[src/term_regs_map.svh]
// register offsets, field positions and reset values of the terminal status and configuration bank
`ifndef TERM_REGS_MAP_SVH
`define TERM_REGS_MAP_SVH

// register indices; the byte address is four times the index
`define IDX_SELFTEST     6'h0F
`define IDX_CFG6         6'h18
`define IDX_CFG7         6'h19
`define IDX_FLAG_PORT    6'h1B
`define IDX_IRQ_STATUS   6'h20
`define IDX_IRQ_MASK     6'h21

`define CFG6_RST         16'h0000
`define CFG7_RST         16'h0000
`define GPF_RST          8'h00
`define IRQ_RST          4'h0
`define CFG6_WMASK       16'hFFF7
`define CFG7_WMASK       16'hFC1F

`define FLAG_CLR_HI      15
`define FLAG_CLR_LO      8
`define FLAG_SET_HI      7
`define FLAG_SET_LO      0
`define COND_ONE_BIT     15
`define COND_GPF_HI      7
`define COND_GPF_LO      2
`define COND_ZERO        16'h0000

`define EV_SELFTEST      0
`define EV_BAD_MSG       1
`define EV_NO_RESP       2
`define EV_GOOD_BLOCK    3
`define IRQ_EVENTS       4

`endif

[src/term_regs_pkg.sv]
// types shared by the terminal status and configuration bank
`default_nettype none
package term_regs_pkg;

    typedef enum logic {
        bus_idle,
        bus_answer
    } bus_phase_t;

    typedef struct packed {
        logic       enh_bc;
        logic       enh_cpu;
        logic       stack_inc_eom;
        logic       gcb_enable;
        logic [2:0] gcb_size;
        logic       isq_no_invalid;
        logic       isq_no_valid;
        logic       isq_enable;
        logic       rt_addr_source;
        logic       enh_monitor;
        logic       resv;
        logic       reg_space_64;
        logic [1:0] clock_select;
    } cfg6_t;

    typedef struct packed {
        logic [5:0] mm_base;
        logic [4:0] resv;
        logic       rt_halt_en;
        logic       resp_1553b;
        logic       timetag_sync;
        logic       wdog_en;
        logic       mcr_in_command_indicator;
    } cfg7_t;

    typedef struct packed {
        logic [1:0] retry;
        logic       bad_msg;
        logic       status_set;
        logic       good_block;
        logic       format_err;
        logic       no_resp;
    } cond_in_t;

endpackage
`default_nettype wire

[src/irq_unit.sv]
// sticky event status with read clear, mask and one level interrupt
`timescale 1ns/10ps
`default_nettype none
module irq_unit #(
    parameter int WIDTH = 4
) (
    input  wire logic             mclk,
    input  wire logic             reset,
    input  wire logic             ce,
    input  wire logic [WIDTH-1:0] events,
    input  wire logic             rd_clear,
    input  wire logic             mask_we,
    input  wire logic [WIDTH-1:0] mask_wdata,
    output logic      [WIDTH-1:0] status,
    output logic      [WIDTH-1:0] mask,
    output logic                  irq
);
    typedef struct packed {
        logic [WIDTH-1:0] status;
        logic [WIDTH-1:0] mask;
        logic             irq;
    } irq_state_t;

    irq_state_t st_reg;
    irq_state_t st_next;

    if (WIDTH < 1 || WIDTH > 16) begin : g_check
        $error("irq_unit width must be 1 to 16");
    end

    always_comb begin
        st_next = st_reg;
        // an event in the clearing cycle survives the clear
        st_next.status = (rd_clear ? '0 : st_reg.status) | events;
        if (mask_we) begin
            st_next.mask = mask_wdata;
        end
        st_next.irq = |(st_next.status & st_next.mask);
    end

    always_ff @(posedge mclk) begin
        if (reset) begin
            st_reg <= '0;
        end else if (ce) begin
            st_reg <= st_next;
        end
    end

    assign status = st_reg.status;
    assign mask   = st_reg.mask;
    assign irq    = st_reg.irq;
endmodule // irq_unit
`default_nettype wire

[src/term_regs.sv]
// terminal status and configuration register bank behind an APB slave
`timescale 1ns/10ps
`default_nettype none
`include "term_regs_map.svh"
module term_regs #(
    parameter int ADDR_WIDTH = 8
) (
    input  wire logic                        mclk,
    input  wire logic                        reset,
    input  wire logic                        ce,
    input  wire logic                        psel,
    input  wire logic                        penable,
    input  wire logic                        pwrite,
    input  wire logic [ADDR_WIDTH-1:0]       paddr,
    input  wire logic [31:0]                 pwdata,
    output logic      [31:0]                 prdata,
    output logic                             pready,
    output logic                             pslverr,
    input  wire logic                        bc_executing,
    input  wire term_regs_pkg::cond_in_t     cond_in,
    input  wire logic                        cmp_update,
    input  wire logic                        cmp_equal,
    input  wire logic                        cmp_less,
    input  wire logic [15:0]                 selftest_word,
    output term_regs_pkg::cfg6_t             cfg6,
    output term_regs_pkg::cfg7_t             cfg7,
    output logic      [7:0]                  gp_flags,
    output logic                             bc_online,
    output logic                             irq
);

    ////////////////////////////////////////////////////////////////////////////
    // state

    typedef struct packed {
        term_regs_pkg::bus_phase_t phase;
        logic                      pready;
        logic                      pslverr;
        logic [31:0]               prdata;
        term_regs_pkg::cfg6_t      cfg6;
        term_regs_pkg::cfg7_t      cfg7;
        logic [7:0]                gpf;
        logic                      online;
        logic [15:0]               prev_selftest;
        logic                      prev_bad;
        logic                      prev_noresp;
        logic                      prev_good;
    } regs_state_t;

    regs_state_t st_reg;
    regs_state_t st_next;

    if (ADDR_WIDTH < 8 || ADDR_WIDTH > 32) begin : g_check
        $error("term_regs address width must be 8 to 32");
    end

    ////////////////////////////////////////////////////////////////////////////
    // helpers

    // word index of a byte address; misaligned addresses decode as unmapped
    function automatic logic [5:0] word_index(input logic [ADDR_WIDTH-1:0] a);
        word_index = a[7:2];
    endfunction

    function automatic logic mapped(input logic [ADDR_WIDTH-1:0] a);
        logic [5:0] idx;
        logic       hit;
        idx = word_index(a);
        hit = (idx == `IDX_SELFTEST) || (idx == `IDX_CFG6) ||
              (idx == `IDX_CFG7) || (idx == `IDX_FLAG_PORT) ||
              (idx == `IDX_IRQ_STATUS) || (idx == `IDX_IRQ_MASK);
        mapped = hit && (a[1:0] == 2'b00) && ((a >> 8) == '0);
    endfunction

    // reserved bits keep their reset value, so they always read zero
    function automatic logic [15:0] merge(input logic [15:0] old_v,
                                          input logic [15:0] new_v,
                                          input logic [15:0] wmask);
        merge = (old_v & ~wmask) | (new_v & wmask);
    endfunction

    function automatic logic [31:0] widen(input logic [15:0] v);
        widen = {16'h0000, v};
    endfunction

    ////////////////////////////////////////////////////////////////////////////
    // condition word

    logic        online_now;
    logic [15:0] cond_word;

    always_comb begin
        online_now = st_reg.cfg6.enh_bc & bc_executing;
        cond_word  = `COND_ZERO;
        if (online_now) begin
            cond_word[`COND_ONE_BIT] = 1'b1;
            cond_word[14:8] = {cond_in.retry, cond_in.bad_msg,
                               cond_in.status_set, cond_in.good_block,
                               cond_in.format_err, cond_in.no_resp};
            cond_word[`COND_GPF_HI:`COND_GPF_LO] =
                st_reg.gpf[`COND_GPF_HI:`COND_GPF_LO];
            // the compare flags live in the low general flags
            cond_word[1:0] = st_reg.gpf[1:0];
        end
    end

    ////////////////////////////////////////////////////////////////////////////
    // interrupt events

    logic [`IRQ_EVENTS-1:0] events;
    logic [`IRQ_EVENTS-1:0] irq_status;
    logic [`IRQ_EVENTS-1:0] irq_mask;
    logic                   irq_rd_clear;
    logic                   irq_mask_we;

    always_comb begin
        events                 = '0;
        // a new error bit in the self-test word, not one that stays up
        events[`EV_SELFTEST]   = |(selftest_word & ~st_reg.prev_selftest);
        events[`EV_BAD_MSG]    = cond_in.bad_msg & ~st_reg.prev_bad;
        events[`EV_NO_RESP]    = cond_in.no_resp & ~st_reg.prev_noresp;
        events[`EV_GOOD_BLOCK] = cond_in.good_block & ~st_reg.prev_good;
    end

    ////////////////////////////////////////////////////////////////////////////
    // bus access

    logic       access;
    logic       finish;
    logic [5:0] acc_idx;

    always_comb begin
        access       = psel & penable;
        acc_idx      = word_index(paddr);
        // writes land on the edge the master completes
        finish       = access & st_reg.pready;
        // status clears on the edge that captures it: an event in the access
        // cycle then survives the clear instead of being lost unread
        irq_rd_clear = access & ~st_reg.pready & ~pwrite & mapped(paddr) &
                       (acc_idx == `IDX_IRQ_STATUS);
        irq_mask_we  = finish & pwrite & ~st_reg.pslverr &
                       (acc_idx == `IDX_IRQ_MASK);
    end

    always_comb begin
        st_next = st_reg;

        st_next.online        = online_now;
        st_next.prev_selftest = selftest_word;
        st_next.prev_bad      = cond_in.bad_msg;
        st_next.prev_noresp   = cond_in.no_resp;
        st_next.prev_good     = cond_in.good_block;

        case (st_reg.phase)
            term_regs_pkg::bus_idle: begin
                if (access) begin
                    st_next.phase   = term_regs_pkg::bus_answer;
                    st_next.pready  = 1'b1;
                    st_next.pslverr = ~mapped(paddr);
                    st_next.prdata  = 32'h0000_0000;
                    if (!pwrite && mapped(paddr)) begin
                        case (acc_idx)
                            `IDX_SELFTEST: begin
                                // transfer error bits 3..1 arrive in place
                                st_next.prdata = widen(selftest_word);
                            end
                            `IDX_CFG6: begin
                                st_next.prdata = widen(st_reg.cfg6);
                            end
                            `IDX_CFG7: begin
                                st_next.prdata = widen(st_reg.cfg7);
                            end
                            `IDX_FLAG_PORT: begin
                                // the flags come back only in the low byte of the condition word, and only while online
                                st_next.prdata = widen(cond_word);
                            end
                            `IDX_IRQ_STATUS: begin
                                st_next.prdata = widen({12'h000, irq_status});
                            end
                            `IDX_IRQ_MASK: begin
                                st_next.prdata = widen({12'h000, irq_mask});
                            end
                            default: begin
                                st_next.prdata = 32'h0000_0000;
                            end
                        endcase
                    end
                end
            end
            term_regs_pkg::bus_answer: begin
                if (finish) begin
                    st_next.phase   = term_regs_pkg::bus_idle;
                    st_next.pready  = 1'b0;
                    st_next.pslverr = 1'b0;
                    if (pwrite && !st_reg.pslverr) begin
                        case (acc_idx)
                            `IDX_CFG6: begin
                                st_next.cfg6 = merge(st_reg.cfg6, pwdata[15:0],
                                                     `CFG6_WMASK);
                            end
                            `IDX_CFG7: begin
                                st_next.cfg7 = merge(st_reg.cfg7, pwdata[15:0],
                                                     `CFG7_WMASK);
                            end
                            `IDX_FLAG_PORT: begin
                                // zeros leave a flag alone; set wins a same-write clash
                                st_next.gpf = (st_reg.gpf &
                                    ~pwdata[`FLAG_CLR_HI:`FLAG_CLR_LO]) |
                                    pwdata[`FLAG_SET_HI:`FLAG_SET_LO];
                            end
                            default: begin
                                st_next.gpf = st_reg.gpf;
                            end
                        endcase
                    end
                end else if (!access) begin
                    // master walked away; drop the answer rather than hang
                    st_next.phase   = term_regs_pkg::bus_idle;
                    st_next.pready  = 1'b0;
                    st_next.pslverr = 1'b0;
                end
            end
            default: begin
                st_next.phase  = term_regs_pkg::bus_idle;
                st_next.pready = 1'b0;
            end
        endcase

        // the controller's own compare result beats a host write in the same cycle
        if (cmp_update) begin
            st_next.gpf[1] = cmp_equal;
            st_next.gpf[0] = cmp_less;
        end
    end

    ////////////////////////////////////////////////////////////////////////////
    // registers

    always_ff @(posedge mclk) begin
        if (reset) begin
            st_reg               <= '0;
            st_reg.phase         <= term_regs_pkg::bus_idle;
            st_reg.cfg6          <= `CFG6_RST;
            st_reg.cfg7          <= `CFG7_RST;
            st_reg.gpf           <= `GPF_RST;
        end else if (ce) begin
            st_reg <= st_next;
        end
    end

    irq_unit #(
        .WIDTH      (`IRQ_EVENTS)
    ) u_irq (
        .mclk       (mclk),
        .reset      (reset),
        .ce         (ce),
        .events     (events),
        .rd_clear   (irq_rd_clear),
        .mask_we    (irq_mask_we),
        .mask_wdata (pwdata[`IRQ_EVENTS-1:0]),
        .status     (irq_status),
        .mask       (irq_mask),
        .irq        (irq)
    );

    ////////////////////////////////////////////////////////////////////////////
    // outputs

    assign prdata    = st_reg.prdata;
    assign pready    = st_reg.pready;
    assign pslverr   = st_reg.pslverr;
    assign cfg6      = st_reg.cfg6;
    assign cfg7      = st_reg.cfg7;
    assign gp_flags  = st_reg.gpf;
    assign bc_online = st_reg.online;

endmodule // term_regs
`default_nettype wire

[config.mk]
export PLATFORM = sky130hd
export DESIGN_NAME = term_regs
export DESIGN_NICKNAME = d
export VERILOG_FILES = /design/src/term_regs_pkg.sv /design/src/irq_unit.sv /design/src/term_regs.sv
export VERILOG_INCLUDE_DIRS = /design/src
export SDC_FILE = /design/constraint.sdc
export NUM_CORES = 1
export LEC_CHECK = 0
export ABC_AREA = 1
export ABC_CLOCK_PERIOD_IN_PS = 1600
export BUFFER_PORTS_ARGS = -buffer_cell sky130_fd_sc_hd__clkbuf_2
export CAP_MARGIN = 20
export CORE_MARGIN = 2
export CORE_UTILIZATION = 25
export DETAILED_ROUTE_END_ITERATION = 10
export SETUP_SLACK_MARGIN = 0.2
export SLEW_MARGIN = 10
export SYNTH_ARGS = -nofsm -noshare
export SYNTH_HDL_FRONTEND = slang
export SYNTH_SLANG_ARGS = --single-unit
[constraint.sdc]
create_clock -name mclk -period 1.6 [get_ports mclk]
set_input_delay 0.08 -clock mclk [delete_from_list [all_inputs] [get_ports mclk]]
set_output_delay 0.08 -clock mclk [all_outputs]
set_load 0.05 [all_outputs]
==> metrics.csv <==
metric,value,unit
switching_share,0.256,
multi_input_area,2050,um2
startpoint_type,flip-flop,
drive_gt1_frac,0.335,
root_buffer,clkbuf_16,
drt-initial-drc-count,273,
grt.overflow.total,0,
ys_warn_count,0,
endpoint_kind,flip-flop,
cts_tree,yes,
rows,47,
io_pins,149,
initial_utilization,0.258,
worstSetupPathType,reg -> reg,
wl_per_cell,15.4,um
antenna_cells,0,
grt_first_pass_wirelength,21.3,mm
grt_pass1_vias,3878,
period_share,1.00,
fillers,1845,
antenna_found_initial,0,
grt_usage,0.153,
die-area,18300,um2
synth_simple_gate_area_frac,0.196,
dp_slack,20.2,ps
postRouteAntennaNets,0,
ir_drop,0.000435,V
clock_skew,6.17,ps
grt_max_degree,52,
clock_latency,340,ps
syn_to_final_growth,27.8,%
worst_slack,-5.64,ps
cp_max_fo,6,
cts_buffer_depth,2,
seqPwrFrac,0.419,
grt_setup_unrepaired,yes,
syn_area,4310,um2
status,"finished, violations left",
finalHoldViolCount,0,
cts_sinks,82,
drv_cap,0,
yosysTopAreaCellShare,0.381,
worst_pin_slew,544,ps
synthAdderAreaFrac,0,
cts_made_buffers,9,
utilization,0.330,
die_y,135,um
dr.pass1.iters,5,
synth_xor_area_frac,0,
die-width,135,um
leakage,2.52,nW
setup_violations,3,
finalWirelength,14.1,mm
powerDensity,926,nW/um2
synthMuxAreaShare,0,
largest_reg_flops,20,
intPower,0.00379,W
total_power,0.00510,W
io_buffers,110,
htreeDepth,3,
ys_seq_area_frac,0.381,
fin_nets,764,
slew_viol_final,0,
synth_cells,599,
yosysTopAreaCell,dfxtp_1,
vias,4158,
maxSlewHeadroom,0.637,
fin_crit,1610,ps
path_clk_slew,60,ps
netlist_top_cells_area,"dfxtp_1 (38%), buf_4 (13%), nand2_1 (8.3%), a21oi_1 (8.3%), o21ai_0 (7.1%)",
vias_per_cell,4.54,
crit_required,1830,ps
comb_power_share,0.116,
synth_compound_area_frac,0.220,
power_frac_clock,0.465,
synth_top_family_by_area,compound AO/OA/AOI/OAI gates,
max_freq,623,MHz
switchingPower,0.00130,W
post-route-drc-count,0,
violations,setup timing,
arrival,1840,ps
hp-class,in -> reg,
gp_congestion,0.815,
syn_avg_cell_area,7.19,um2
synth_cell_types,32,
ys_ff_latch,82,
core,16700,um2
regArea,1650,um2
place_hpwl,10.7,mm
## layout by cell type, fill, tap and decap left out, types with 9 or more instances in the layout
cell	Yosys	final
a21oi_1	71	66
buf_4	76	26
buf_6	0	10
clkbuf_16	0	9
clkbuf_2	0	110
conb_1	1	22
dfxtp_1	82	79
inv_1	59	57
nand2_1	95	85
nand2_2	6	13
nand3_1	19	17
nor2_1	53	41
nor2_2	3	10
o21ai_0	61	37
o21ai_1	3	21
o22ai_1	12	12
## path summary, 6_finish.rpt
path         slack, ps  cells past startpoint                   start                  endpoint
max reg2reg         -6                      8    pslverr$_SDFFE_PP0P_      cfg6[1]$_SDFFE_PP0P_
min reg2reg        460                      2  st_reg[1]$_SDFFE_PP0P_    st_reg[1]$_SDFFE_PP0P_
min                 10                      3               pwdata[6]  gp_flags[6]$_SDFFE_PP0P_
max                 -6                      8    pslverr$_SDFFE_PP0P_      cfg6[1]$_SDFFE_PP0P_
## synth_stat cells (all sizes together)
master,number
nand2,101
dfxtp,82
buf,78
a21oi,74
o21ai,68
inv,64
nor2,61
nand3,19
clkbuf,14
o22ai,12
o211ai,7
nand4,4
o2111ai,3
o221ai,3
nor3,2
a211oi,1
a22oi,1
conb,1
o21a,1
o2bb2ai,1
or2,1
or3,1
## metrics by stage
step | instance area (um2) | TNS [ps] | hold WS (ps) | instances
2_1_floorplan | 4400 | 0 | 215 | 620
3_3_place_gp | 4790 | 0 | 337 | 884
3_5_place_dp | 4790 | 0 | 337 | 884
4_1_cts | 5280 | 0 | 4.28 | 906
5_1_grt | 5510 | -1070 | 13.1 | 916
6_report | 5510 | -13.5 | 14.4 | 916
## timing repair
action,CTS,global route
cloned,0,1
buffers inserted,3,9
setup endpoints to repair,39,50
hold buffers,3,0
pin swaps,12,23
endpoints found under the hold margin,3,0
gates resized for setup,48,50
## final cells by class
type,instances,area share
multi-input combinational,382,0.372
clock buffer,11,0.0423
inverter,64,0.0473
clock inverter,5,0.0186
tap,220,0.0500
sequential,82,0.300
timing repair buffer,152,0.170
## cell families after synthesis
kind of cell | count (synthesis)
buf+inv | 156
flops | 82
compound gates | 171
other cells | 1
simple gates | 189
## layer usage
layer,vias up,GRT usage,routed length (um)
li1,2069,-,-
met1,1922,0.213,6680
met2,142,0.232,6280
met4,0,0.0613,341
met3,25,0.0303,848
met5,-,0,0
## power by group through the flow
stage / registers [W] / logic, W / clock network [W]
after detailed placement: 0.00218 / 0.000548 / 0
after floorplan: 0.00219 / 0.000391 / 0
after global routing: 0.00214 / 0.000649 / 0.00249
final: 0.00214 / 0.000594 / 0.00237
after CTS: 0.00213 / 0.000574 / 0.00240
after global placement: 0.00218 / 0.000543 / 0
## worst max-delay path, cell delays in order (launching register included)
cell     delay, ps
dfxtp_4        340
or2_4          240
nor3_4         220
inv_4          110
nor2_4         150
buf_4          130
buf_4          110
buf_6          110
a21oi_1         60
Note: power is estimated with default switching activity, not from simulation.
